--- src/logic/bip_cfg.svh ---
// register map, field positions, reset values and timing of the ignition and pilot sequencer
`ifndef BIP_CFG_SVH
`define BIP_CFG_SVH
`define BIP_A_CTRL      12'h000
`define BIP_A_CMD       12'h004
`define BIP_A_TMR       12'h008
`define BIP_A_RELIGHT   12'h00C
`define BIP_A_STATUS    12'h010
`define BIP_F_RATIO     0
`define BIP_F_LFDIS     1
`define BIP_F_INCIN     2
`define BIP_F_POFF      3
`define BIP_F_FDRAFT    5
`define BIP_F_LHSMP     6
`define BIP_F_RLMODE    7
`define BIP_F_PID       8
`define BIP_F_NOASST    9
`define BIP_F_RLIM      12
`define BIP_F_MINP      16
`define BIP_F_CLR       0
`define BIP_F_LHSDLY    16
`define BIP_F_ST        0
`define BIP_F_FAILS     4
`define BIP_F_RLCNT     8
`define BIP_F_PROVEN    12
`define BIP_CTRL_RST    32'h0001_1000
`define BIP_TMR_RST     32'h000A_000A
`define BIP_RELIGHT_RST 16'h000A
`define BIP_FAIL_LIMIT  2'h3
`define BIP_CLK_NS      20
`define BIP_TICK_NS     1000000
`endif

--- src/logic/bip_pkg.sv ---
// types of the ignition and pilot sequencer
package bip_pkg;
	typedef enum logic [3:0] {ST_WAITING, ST_PURGE, ST_REQ_PILOT, ST_IGNITION, ST_PILOT, ST_LOW_FIRE,
		ST_HIGH_FIRE, ST_INCIN, ST_INCIN_NA, ST_PID, ST_LOCKOUT} bip_state_t;
	typedef enum logic [1:0] {POFF_DISABLED, POFF_AT_SP, POFF_AFTER_MAIN, POFF_FOLLOW} bip_poff_t;
	typedef struct packed {
		logic pilot;
		logic ssv_a;
		logic ssv_b;
		logic card_valve;
		logic coil;
		logic ign_en;
		logic fan;
	} bip_outs_t;
	typedef struct packed {
		bip_state_t  state;
		logic [1:0]  fails;
		logic [3:0]  relights;
		logic        proven;
		logic        flame;
		logic        entry;
		logic        relighting;
		logic [15:0] tick_cnt;
		logic        tick;
		bip_outs_t   outs;
	} bip_core_t;
	typedef struct packed {
		logic [31:0] ctrl;
		logic [31:0] tmr;
		logic [15:0] relight;
		logic [31:0] rdata;
		logic        slverr;
		logic        clr;
	} bip_regs_t;
	typedef struct packed {
		logic [15:0] count;
		logic        expired;
	} bip_tmr_t;
endpackage

--- src/logic/bip_cfg_if.sv ---
// configuration and status passed between register file and sequencer
`timescale 1ns/1ns
`default_nettype none
interface bip_cfg_if
	import bip_pkg::*;
();
	logic        ratio_en, low_fire_dis, incin_en, forced_draft, lhs_main_perm, relight_mode, pid_mode, no_assist;
	bip_poff_t   pilot_off;
	logic [3:0]  relight_limit, min_pilots;
	logic [15:0] pos_err_ms, lhs_delay_ms, relight_ms;
	logic        clr_lockout;
	bip_state_t  state;
	logic [1:0]  fails;
	logic [3:0]  relights;
	logic        proven;
	modport regs (output ratio_en, low_fire_dis, incin_en, forced_draft, lhs_main_perm, relight_mode, pid_mode,
		no_assist, pilot_off, relight_limit, min_pilots, pos_err_ms, lhs_delay_ms, relight_ms, clr_lockout,
		input state, fails, relights, proven);
	modport core (input ratio_en, low_fire_dis, incin_en, forced_draft, lhs_main_perm, relight_mode, pid_mode,
		no_assist, pilot_off, relight_limit, min_pilots, pos_err_ms, lhs_delay_ms, relight_ms, clr_lockout,
		output state, fails, relights, proven);
endinterface
`default_nettype wire

--- src/logic/bip_tmr.sv ---
// millisecond timer that runs while its enable is held and flags when the limit is reached
`timescale 1ns/1ns
`default_nettype none
module bip_tmr
	import bip_pkg::*;
(
	input  wire logic        clock,
	input  wire logic        rst_n,
	input  wire logic        tick,
	input  wire logic        run,
	input  wire logic [15:0] limit,
	output logic             expired
);
	bip_tmr_t q;
	bip_tmr_t d;

	always_comb
	begin
		d = q;
		if (!run)
			d = '0;
		else
		begin
			if (tick && q.count != limit)
				d.count = q.count + 16'h0001;
			d.expired = d.count == limit;
		end
	end

	always_ff @(posedge clock)
	begin
		if (!rst_n)
			q <= '0;
		else
			q <= d;
	end

	assign expired = q.expired;
endmodule
`default_nettype wire

--- src/logic/bip_apb_regs.sv ---
// APB register file: settings, lockout clear command and sequencer status
`timescale 1ns/1ns
`default_nettype none
`include "bip_cfg.svh"
module bip_apb_regs
	import bip_pkg::*;
(
	input  wire logic        clock,
	input  wire logic        rst_n,
	input  wire logic [11:0] paddr,
	input  wire logic        psel,
	input  wire logic        penable,
	input  wire logic        pwrite,
	input  wire logic [31:0] pwdata,
	output logic [31:0]      prdata,
	output logic             pslverr,
	bip_cfg_if.regs          cfg
);
	bip_regs_t   q;
	bip_regs_t   d;
	logic [31:0] status;

	always_comb
	begin
		status = 32'h0000_0000;
		status[`BIP_F_ST +: 4] = cfg.state;
		status[`BIP_F_FAILS +: 2] = cfg.fails;
		status[`BIP_F_RLCNT +: 4] = cfg.relights;
		status[`BIP_F_PROVEN] = cfg.proven;
	end

	// read data and error are latched in setup so they stand through the zero-wait access phase
	always_comb
	begin
		d = q;
		d.clr = 1'b0;
		if (psel && !penable)
		begin
			d.slverr = 1'b0;
			unique case (paddr)
				`BIP_A_CTRL: d.rdata = q.ctrl;
				`BIP_A_CMD: d.rdata = 32'h0000_0000;
				`BIP_A_TMR: d.rdata = q.tmr;
				`BIP_A_RELIGHT: d.rdata = {16'h0000, q.relight};
				`BIP_A_STATUS: d.rdata = status;
				default:
				begin
					d.rdata = 32'h0000_0000;
					d.slverr = 1'b1;
				end
			endcase
		end
		if (psel && penable && pwrite)
		begin
			if (paddr == `BIP_A_CTRL)
				d.ctrl = pwdata;
			if (paddr == `BIP_A_CMD)
				d.clr = pwdata[`BIP_F_CLR];
			if (paddr == `BIP_A_TMR)
				d.tmr = pwdata;
			if (paddr == `BIP_A_RELIGHT)
				d.relight = pwdata[15:0];
		end
	end

	always_ff @(posedge clock)
	begin
		if (!rst_n)
			q <= {`BIP_CTRL_RST, `BIP_TMR_RST, `BIP_RELIGHT_RST, 32'h0000_0000, 1'b0, 1'b0};
		else
			q <= d;
	end

	assign prdata = q.rdata;
	assign pslverr = q.slverr;
	assign cfg.ratio_en = q.ctrl[`BIP_F_RATIO];
	assign cfg.low_fire_dis = q.ctrl[`BIP_F_LFDIS];
	assign cfg.incin_en = q.ctrl[`BIP_F_INCIN];
	assign cfg.pilot_off = bip_poff_t'(q.ctrl[`BIP_F_POFF +: 2]);
	assign cfg.forced_draft = q.ctrl[`BIP_F_FDRAFT];
	assign cfg.lhs_main_perm = q.ctrl[`BIP_F_LHSMP];
	assign cfg.relight_mode = q.ctrl[`BIP_F_RLMODE];
	assign cfg.pid_mode = q.ctrl[`BIP_F_PID];
	assign cfg.no_assist = q.ctrl[`BIP_F_NOASST];
	assign cfg.relight_limit = q.ctrl[`BIP_F_RLIM +: 4];
	assign cfg.min_pilots = q.ctrl[`BIP_F_MINP +: 4];
	assign cfg.pos_err_ms = q.tmr[15:0];
	assign cfg.lhs_delay_ms = q.tmr[`BIP_F_LHSDLY +: 16];
	assign cfg.relight_ms = q.relight;
	assign cfg.clr_lockout = q.clr;
endmodule
`default_nettype wire

--- src/logic/bip_top.sv ---
// ignition and pilot sequencer of the burner management controller
`timescale 1ns/1ns
`default_nettype none
`include "bip_cfg.svh"
module bip_top
	import bip_pkg::*;
#(
	parameter int TICK_CYCLES = `BIP_TICK_NS / `BIP_CLK_NS
)
(
	input  wire logic        clock,
	input  wire logic        rst_n,
	input  wire logic [11:0] paddr,
	input  wire logic        psel,
	input  wire logic        penable,
	input  wire logic        pwrite,
	input  wire logic [31:0] pwdata,
	output logic [31:0]      prdata,
	output logic             pready,
	output logic             pslverr,
	input  wire logic        alarm,
	input  wire logic        wait_cond,
	input  wire logic        user_stop,
	input  wire logic        flame,
	input  wire logic [3:0]  pilots_running,
	input  wire logic        ign_fail,
	input  wire logic        purge_done,
	input  wire logic        pilot_pos_proven,
	input  wire logic        lightoff_proven,
	input  wire logic        main_permissive,
	input  wire logic        temp_above_low_fire_sp,
	input  wire logic        temp_above_process_sp,
	input  wire logic        temp_above_wg_off_sp,
	input  wire logic        temp_above_wg_on_sp,
	output logic             pilot_out,
	output logic             main_shutoff_valve_a,
	output logic             main_shutoff_valve_b,
	output logic             pilot_card_valve,
	output logic             ign_coil,
	output logic             ign_enable,
	output logic             combustion_fan_output
);
	bip_cfg_if cfg ();
	bip_core_t q;
	bip_core_t d;
	logic      pos_exp;
	logic      lhs_exp;
	logic      rl_exp;
	logic      lock_req;
	logic      poff_ok;
	logic      rl_allowed;
	logic      flame_lost;
	logic      loss_over;
	logic      pilot_cause;
	logic      lhs_run;

	function automatic logic is_main(input bip_state_t s);
		return s inside {ST_LOW_FIRE, ST_HIGH_FIRE, ST_INCIN, ST_INCIN_NA, ST_PID};
	endfunction

	// ==========================================================
	// register file and timers
	assign pready = 1'b1;

	bip_apb_regs u_regs (
		.clock   (clock),
		.rst_n   (rst_n),
		.paddr   (paddr),
		.psel    (psel),
		.penable (penable),
		.pwrite  (pwrite),
		.pwdata  (pwdata),
		.prdata  (prdata),
		.pslverr (pslverr),
		.cfg     (cfg)
	);

	bip_tmr u_pos_tmr (
		.clock   (clock),
		.rst_n   (rst_n),
		.tick    (q.tick),
		.run     (q.state == ST_PILOT),
		.limit   (cfg.pos_err_ms),
		.expired (pos_exp)
	);

	bip_tmr u_lhs_tmr (
		.clock   (clock),
		.rst_n   (rst_n),
		.tick    (q.tick),
		.run     (lhs_run),
		.limit   (cfg.lhs_delay_ms),
		.expired (lhs_exp)
	);

	bip_tmr u_rl_tmr (
		.clock   (clock),
		.rst_n   (rst_n),
		.tick    (q.tick),
		.run     (q.relighting),
		.limit   (cfg.relight_ms),
		.expired (rl_exp)
	);

	// ==========================================================
	// transition causes
	assign lock_req = alarm || user_stop;
	assign poff_ok = cfg.pilot_off == POFF_DISABLED || cfg.pilot_off == POFF_AT_SP;
	assign rl_allowed = q.state == ST_PILOT && cfg.relight_mode;
	// with relight on, a dropout in pilot becomes a loss only once the relight window is spent
	assign flame_lost = !q.entry && (rl_allowed ? (q.relighting && rl_exp && !flame) : (q.flame && !flame));
	assign loss_over = q.relights >= cfg.relight_limit;
	assign lhs_run = q.state == ST_PID && temp_above_process_sp && !temp_above_low_fire_sp && cfg.lhs_main_perm;
	assign pilot_cause = main_permissive
		|| ((q.state == ST_LOW_FIRE || q.state == ST_PID) && temp_above_low_fire_sp)
		|| (q.state == ST_HIGH_FIRE && temp_above_process_sp && cfg.low_fire_dis)
		|| (q.state == ST_INCIN_NA && temp_above_wg_off_sp);

	// ==========================================================
	// sequencer
	always_comb
	begin
		d = q;
		d.flame = flame;
		d.tick = 1'b0;
		d.tick_cnt = q.tick_cnt + 16'h0001;
		if (q.tick_cnt == 16'(TICK_CYCLES - 1))
		begin
			d.tick_cnt = 16'h0000;
			d.tick = 1'b1;
		end
		unique case (q.state)
			ST_WAITING:
			begin
				if (lock_req)
					d.state = ST_LOCKOUT;
				else if (!wait_cond)
					d.state = cfg.ratio_en ? ST_PURGE : ST_IGNITION;
			end
			ST_PURGE:
			begin
				if (lock_req)
					d.state = ST_LOCKOUT;
				else if (wait_cond)
					d.state = ST_WAITING;
				else if (purge_done)
					d.state = cfg.ratio_en ? ST_REQ_PILOT : ST_IGNITION;
			end
			ST_REQ_PILOT:
			begin
				if (lock_req)
					d.state = ST_LOCKOUT;
				else if (wait_cond)
					d.state = ST_WAITING;
				else if (pilot_pos_proven)
					d.state = ST_IGNITION;
			end
			ST_IGNITION:
			begin
				if (ign_fail)
					d.fails = q.fails + 2'h1;
				if (lock_req || (q.entry && flame) || (flame_lost && loss_over))
					d.state = ST_LOCKOUT;
				else if (ign_fail && q.fails == `BIP_FAIL_LIMIT - 2'h1)
					d.state = ST_LOCKOUT;
				else if (wait_cond || ign_fail || flame_lost)
					d.state = ST_WAITING;
				else if (flame && !q.entry && pilots_running >= cfg.min_pilots)
				begin
					d.state = ST_PILOT;
					d.proven = 1'b1;
					d.fails = 2'h0;
				end
				if (flame_lost && !loss_over)
					d.relights = q.relights + 4'h1;
			end
			ST_PILOT:
			begin
				if (lock_req || (flame_lost && loss_over))
					d.state = ST_LOCKOUT;
				else if (cfg.forced_draft && !lightoff_proven && pos_exp)
					d.state = ST_LOCKOUT;
				else if (wait_cond || flame_lost)
					d.state = ST_WAITING;
				else if (q.proven && !main_permissive)
				begin
					if (cfg.incin_en ? !temp_above_wg_on_sp : (!cfg.low_fire_dis && !temp_above_low_fire_sp))
						d.state = ST_LOW_FIRE;
					else if (cfg.low_fire_dis && !temp_above_process_sp)
						d.state = ST_HIGH_FIRE;
				end
				if (flame_lost && !loss_over)
					d.relights = q.relights + 4'h1;
				if (is_main(d.state))
					d.relights = 4'h0;
			end
			ST_LOW_FIRE, ST_HIGH_FIRE, ST_INCIN, ST_INCIN_NA, ST_PID:
			begin
				if (lock_req || (flame_lost && loss_over))
					d.state = ST_LOCKOUT;
				else if (wait_cond || flame_lost)
					d.state = ST_WAITING;
				else if (pilot_cause)
					d.state = poff_ok ? ST_PILOT : ST_WAITING;
				else if (lhs_run && lhs_exp)
					d.state = ST_PILOT;
				else if (q.state == ST_LOW_FIRE)
				begin
					if (cfg.incin_en && temp_above_wg_on_sp)
						d.state = cfg.no_assist ? ST_INCIN_NA : ST_INCIN;
					else if (!cfg.low_fire_dis && !temp_above_process_sp)
						d.state = cfg.pid_mode ? ST_PID : ST_HIGH_FIRE;
				end
				if (flame_lost && !loss_over)
					d.relights = q.relights + 4'h1;
			end
			ST_LOCKOUT:
			begin
				// only the software clear command or a reset gets the burner out of lockout
				if (cfg.clr_lockout)
				begin
					d.state = ST_WAITING;
					d.fails = 2'h0;
					d.relights = 4'h0;
				end
			end
		endcase
		if (d.state == ST_WAITING || d.state == ST_LOCKOUT)
			d.proven = 1'b0;
		d.entry = d.state == ST_IGNITION && q.state != ST_IGNITION;
		if (!rl_allowed || d.state != ST_PILOT)
			d.relighting = 1'b0;
		else if (q.flame && !flame)
			d.relighting = 1'b1;
		else if (flame)
			d.relighting = 1'b0;
		// outputs follow the state being entered so they change on the same edge as the state
		d.outs.fan = !(d.state == ST_WAITING || d.state == ST_LOCKOUT);
		d.outs.pilot = d.state == ST_IGNITION || d.state == ST_PILOT
			|| (is_main(d.state) && cfg.pilot_off != POFF_AFTER_MAIN);
		d.outs.card_valve = d.outs.pilot;
		d.outs.ssv_a = is_main(d.state) && d.proven;
		d.outs.ssv_b = d.outs.ssv_a && !(d.state == ST_LOW_FIRE && cfg.incin_en);
		d.outs.coil = d.state == ST_IGNITION || d.relighting;
		d.outs.ign_en = d.outs.coil;
	end

	always_ff @(posedge clock)
	begin
		if (!rst_n)
			q <= '0;
		else
			q <= d;
	end

	assign cfg.state = q.state;
	assign cfg.fails = q.fails;
	assign cfg.relights = q.relights;
	assign cfg.proven = q.proven;
	assign pilot_out = q.outs.pilot;
	assign main_shutoff_valve_a = q.outs.ssv_a;
	assign main_shutoff_valve_b = q.outs.ssv_b;
	assign pilot_card_valve = q.outs.card_valve;
	assign ign_coil = q.outs.coil;
	assign ign_enable = q.outs.ign_en;
	assign combustion_fan_output = q.outs.fan;
endmodule
`default_nettype wire

--- config.mk ---
export PLATFORM = sky130hd
export DESIGN_NAME = bip_top
export DESIGN_NICKNAME = d
export VERILOG_FILES = /design/src/logic/bip_pkg.sv /design/src/logic/bip_cfg_if.sv /design/src/logic/bip_tmr.sv /design/src/logic/bip_apb_regs.sv /design/src/logic/bip_top.sv
export VERILOG_INCLUDE_DIRS = /design/src /design/src/logic
export SDC_FILE = /design/constraint.sdc
export NUM_CORES = 1
export LEC_CHECK = 0
export BUFFER_PORTS_ARGS = -buffer_cell sky130_fd_sc_hd__buf_4
export CORE_UTILIZATION = 55
export CTS_CLUSTER_DIAMETER = 100
export DETAILED_ROUTE_END_ITERATION = 10
export PLACE_DENSITY = 0.77
export RECOVER_POWER = 100
export SETUP_SLACK_MARGIN = 0.15
export SLEW_MARGIN = 40
export SYNTH_ARGS = -nofsm -noshare
export SYNTH_HDL_FRONTEND = slang
export SYNTH_SLANG_ARGS = --single-unit
--- constraint.sdc ---
create_clock -name clock -period 3.1 [get_ports clock]
set_input_delay 0.62 -clock clock [delete_from_list [all_inputs] [get_ports clock]]
set_output_delay 0.62 -clock clock [all_outputs]
set_load 0.01 [all_outputs]
After elaboration in Yosys (flattened, before gate mapping). Cells that the tools add are included.

Add/subtract/negate cells: 6. Magnitude comparators: 2. Equal/unequal tests: 40. Muxes and demuxes: 61. Bitwise gates (word level): 1. Reductions and logical operators: 88.

Operators by type and width (number): one-hot mux 32 bit (4 select lines) (1); two-way mux 4 bit (29); two-way mux 16 bit (6); adder 16 x 1 -> 16 bit, second input constant (4); equality test 16 bit (3); inequality test 16 bit (3); equality test 4 x 3 -> 1 bit, second input constant (11); logical AND 1 bit (37); equality test 4 bit, second input constant (8); one-hot mux 4 bit (7 select lines) (1); equality test 12 x 4 -> 1 bit, second input constant (2); logical OR 1 bit (17); equality test 16 bit, second input constant (1); AND reduction 2 bit (8); two-way mux 1 bit (14); logical NOT 1 bit (13); equality test 12 x 3 -> 1 bit, second input constant (1); equality test 12 x 5 -> 1 bit, second input constant (1); equality test 4 x 2 -> 1 bit, second input constant (3); logical NOT 12 bit (1); one-hot mux 4 bit (3 select lines) (1); two-way mux 10 bit (1); two-way mux 2 bit (5); nonzero test 5 bit (2); 22 further kinds (25).

Register bits: 201. Input bits: 66. Output and inout bits: 41. Logic and storage cells: 224.

Logic depth before layout (Yosys ltp).
Depth in word-level cells: 15. Depth in mapped cells: 11. Depth with buffers taken out: 10.

Hierarchy. A second synthesis with hierarchy kept.

Cells, all modules: 1409. Area total of the unflattened synthesis: 11951.5 um^2.

Modules (own cells, without submodules): bip_apb_regs (times used 1, cells each 627, area an instance 5601.6 um^2, sequential area each 2282.2 um^2); bip_tmr (times used 3, cells each 154, area an instance 1263.7 um^2, sequential area each 340.3 um^2); bip_top (times used 1, cells each 320, area an instance 2558.7 um^2, sequential area each 720.7 um^2).

Worst setup path before layout. Ideal clock, no wire load.

Kind: register to register. From: register u_pos_tmr.q[10] in the netlist's numbering. To: register u_pos_tmr.q (netlist bit u_pos_tmr.expired). Library setup time: 0.092 ns. Arrival time: 2.626 ns. Data required time: 3.008 ns. Path slack: 0.382 ns. Stages on the path, launching flop included: 10. Path buffers: 1. Clock period less this slack: 2.718 ns. Path through: dfxtp_1 -> clkbuf_1 -> xnor2_1 -> nand4_1 -> or4b_1 -> o21ai_0 -> mux2_2 -> a2111oi_0 -> nand4_1 -> nor4_1.

Word-level cells in the longest chain between the ends: 5. Elaborated cells between the ends (all ways): 6. Those cells by class: 1 x add/sub; 2 x eq/ne; 2 x mux; 1 x reduce/logical.

Ends and longest elaborated chain: start: declaration (line bip_tmr.sv:14) `bip_tmr_t q;`; start signal: assignment (line bip_tmr.sv:33) `q <= '0;`; start signal: assignment (line bip_tmr.sv:35) `q <= d;`; parallel branches: the longest is 2 deep, another holds adder 16 x 1 -> 16 bit; two-way mux 16 bit * (line bip_tmr.sv:24) `if (tick && q.count != limit)`; two-way mux 16 bit * (line bip_tmr.sv:20) `if (!run)`; equality test 16 bit * (line bip_tmr.sv:26) `d.expired = d.count == limit;`.

Every way passes the cells marked *. The select of a mux whose other input is x is not followed. A chain may end at the register's enable or synchronous reset.

Worst setup path in the final report.
From: register u_regs.q (netlist bit u_regs.cfg.relight_ms[3]). To: register u_rl_tmr.q (netlist bit u_rl_tmr.expired).

Word-level cells in the longest chain between the ends: 5.

Ends and longest elaborated chain: start: declaration (line bip_apb_regs.sv:19) `bip_regs_t q;`; start signal: assignment (line bip_apb_regs.sv:69) `` q <= {`BIP_CTRL_RST, `BIP_TMR_RST, `BIP_RELIGHT_RST, 32'h0000_0000, 1'b0, 1'b0}; ``; inequality test 16 bit (line bip_tmr.sv:24); logical AND 1 bit (line bip_tmr.sv:24); two-way mux 16 bit (line bip_tmr.sv:24); two-way mux 16 bit (line bip_tmr.sv:20); equality test 16 bit * (line bip_tmr.sv:26); end signal: assignment (line bip_tmr.sv:33); end signal: assignment (line bip_tmr.sv:35); end: declaration (line bip_tmr.sv:14).

Mark *: on every way between the ends. The rest lies on a longest branch, timed or not. The select of a mux whose other input is x is not followed.

==> summary.txt <==
Status
  – Status: finished, violations left
  – Failing checks: max-capacitance violations, max-slew violations

Logic synthesis
  – Net Count, Synth: 1532
  – Ys async rst share: 0
  – Synthesized area: 11500 um^2
  – Synthesized flop and latch total: 201
  – Top_reg_cell synth: dfxtp_1
  – Syn_area_per_cell: 7.89 um^2
  – Yosys cell types: 89
  – Syn. warnings: 0
  – Sequential share of the synthesized area: 0.351
  – Synthesized instance count: 1452
  – EDFF count, synth: 0

Job
  – Max Cap Viol: 1

Floorplanning
  – Initial Util: 0.564
  – Die height: 146 um
  – Top Ports: 107
  – Core footprint: 20300 um^2
  – Die area: 21400 um^2
  – Placement Rows: 52
  – Die extent in x: 146 um

Global route
  – Grt total ovfl: 0
  – Initial antenna violation count: 0
  – Vias in the first global route: 10600
  – Tot GR Track Use: 0.324
  – Largest net degree at the start of global routing: 96
  – First-pass GRT wire length: 56000 um

Worst setup path
  – FF-to-FF setup slack: 0.17 ns
  – Crit path kind: flop to flop
  – R2R cell count: 9
  – Crit path launch: u_regs.cfg.relight_ms[3]
  – Crit path DAT: 3.36 ns
  – CP Capture Type: flop
  – Crit start category: flop
  – Worst EP required: 3.53 ns
  – Critical R2R Capture: u_rl_tmr.expired
  – R2r startpoint: u_regs.cfg.relight_ms[3]
  – CP Capture Point: u_rl_tmr.expired
  – Crit Path Max Fanout: 8

Routing
  – Antenna Nets Post-Route: 0
  – Drc violations: 0
  – DRT iter0 DRCs: 1012
  – Post-Route WL: 35200 um
  – Vias per inst: 6.10
  – DR vias: 11100
  – DRT Pass-1 Iters: 6
  – WL per Instance: 19.3 um

Min path
  – Worst Hold Class: input port to flop

Clock network
  – H-tree depth: 1
  – Worst-path clk slew: 0.06 ns
  – Number of buffers created by CTS: 22
  – Worst skew pair latency: 0.51 ns
  – Max clock buf depth: 3
  – Root buffer cell: clkbuf_16
  – CTS tree: done
  – CTS hold repair buffers: 0
  – Clock sink count: 201

Timing
  – Setup TNS: 0 ns
  – Final period util: 0.946
  – Relative slew slack: -0.336
  – Post-layout minimum cycle time: 2.93 ns
  – Final hold viol count: 0
  – Clk_skew: 0.0124 ns
  – Final setup violating endpoints: 0
  – Hold WS: 0.347 ns
  – Final Max Slew Viols: 96
  – Peak Freq: 341 MHz
  – RSZ-0062 raised after global routing: yes
  – Worst-Margin Slew: 2.00 ns
  – Setup WS post-layout: 0.166 ns

Layout
  – Area growth syn-to-layout: 14.7%
  – Inserted Diodes: 0
  – Commonest non-fill, non-tap cell in the layout: nand2_1
  – Most frequent cells in the layout: nand2_1, dfxtp_1, nor2_1
  – Finished Cell Area: 13100 um^2
  – Layout cells sized above 1: 0.144
  – Final #Nets: 1624

Power
  – Pleak: 4.71 nW
  – Pwr dens: 419 nW/um^2
  – Tot Pwr: 0.00550 W
  – Max VDD drop: 0.000377 V

Placed design
  – Routability cong.: 1.02
  – Pre-CTS setup slack: 0.0954 ns
  – I/O Buffers: 105
  – DP HPWL: 26300 um
  – Placed Area: 12600 um^2
[critical path, cell delays in order (launching register included)]
cell and delay, ns:
dfxtp_1 0.39, xnor2_2 0.36, nand4_2 0.16, or4_1 0.50
clkbuf_1 0.22, a41o_1 0.25, a31o_1 0.19, a2111o_1 0.37
nor4_2 0.12, and4b_1 0.29
[worst min-delay path by stage]
stage / to / cells past startpoint / slack, ns / start
floorplan: q[8] / 1 / 0.43 / q[8]
global placement: u_regs.q[105] / 2 / 0.44 / u_regs.q[105]
detailed placement: u_regs.q[109] / 2 / 0.45 / u_regs.q[109]
CTS: u_regs.cfg.min_pilots[0] / 3 / 0.34 / pwdata[16]
global route: u_regs.cfg.lhs_delay_ms[3] / 3 / 0.35 / pwdata[19]
finish: u_regs.cfg.min_pilots[0] / 3 / 0.35 / pwdata[16]
[layout make-up]
type                    count  area, um^2
clock buffers              30         622
repair buffers            195        1260
clock inverters             6        55.1
multi-input cells        1088        6700
inverters                  36         135
well taps                 270         338
flip-flops and latches    201        4030
fillers                  1852        7160
[registers in the layout, summed over array words and instances, names as in the netlist, 2 cells and up]
signal,flops
u_regs.prdata,32
q,20
u_lhs_tmr.q,16
u_pos_tmr.q,16
u_regs.cfg.lhs_delay_ms,16
u_regs.cfg.pos_err_ms,16
u_regs.cfg.relight_ms,16
u_rl_tmr.q,16
u_regs.q,14
cfg.relights,4
cfg.state,4
u_regs.cfg.min_pilots,4
u_regs.cfg.relight_limit,4
cfg.fails,2
u_regs.cfg.pilot_off,2
[timing repair]
action,CTS,global route
endpoints found under the setup margin,0,13
gates resized for setup,0,12
endpoints found under the hold margin,0,0
setup buffers,0,2
[report_power, final]
group / switching (W) / total [W] / leakage [nW] / internal, W
sequential: 0.0000223 / 0.00262 / 1.62 / 0.00260
combinational: 0.000208 / 0.000354 / 2.75 / 0.000146
clock: 0.00105 / 0.00253 / 0.337 / 0.00147
[cell usage after synthesis, types with 14 or more instances]
cell | count | area share
nand2_1 | 237 | 0.078
nor4_1 | 15 | 0.0082
and3_1 | 26 | 0.014
nand3_1 | 53 | 0.023
a22oi_1 | 19 | 0.012
a21oi_1 | 107 | 0.047
nor2b_1 | 17 | 0.0093
clkbuf_1 | 69 | 0.023
buf_4 | 35 | 0.023
ha_1 | 14 | 0.015
inv_1 | 35 | 0.011
xnor2_1 | 69 | 0.053
o21ai_0 | 40 | 0.017
nand2b_1 | 17 | 0.0093
and2_1 | 30 | 0.016
nor3_1 | 22 | 0.0096
buf_2 | 17 | 0.0074
dfxtp_1 | 201 | 0.35
mux2_2 | 17 | 0.017
xor2_1 | 48 | 0.037
nand4_1 | 31 | 0.017
nor2_1 | 139 | 0.046
[cell families after synthesis]
family,after synthesis,share of synthesized area
AND/OR/NAND/NOR,633,0.267
multiplexers,27,0.0255
AO/OA/AOI/OAI,288,0.170
adder cells (fa/ha/maj),14,0.0153
XOR/XNOR,125,0.104
buffers and inverters,163,0.0667
flip-flops,201,0.351
other,1,0.000327
[layer usage]
| layer | vias up | share of wire | global-route usage |
|---|---|---|---|
| met2 | 545 | 0.48 | 0.553 |
| li1 | 5223 | - | - |
| met1 | 5266 | 0.40 | 0.409 |
| met5 | - | 0 | 0 |
| met4 | 0 | 0.043 | 0.135 |
| met3 | 97 | 0.078 | 0.0469 |
[stage by stage]
step	utilization	std cells
floorplan	-	1452
global placement	0.623	1788
detailed placement	0.623	1788
CTS	0.656	1824
global route	0.647	1826
finish	0.647	1826
(Power assumes the default switching activity.)
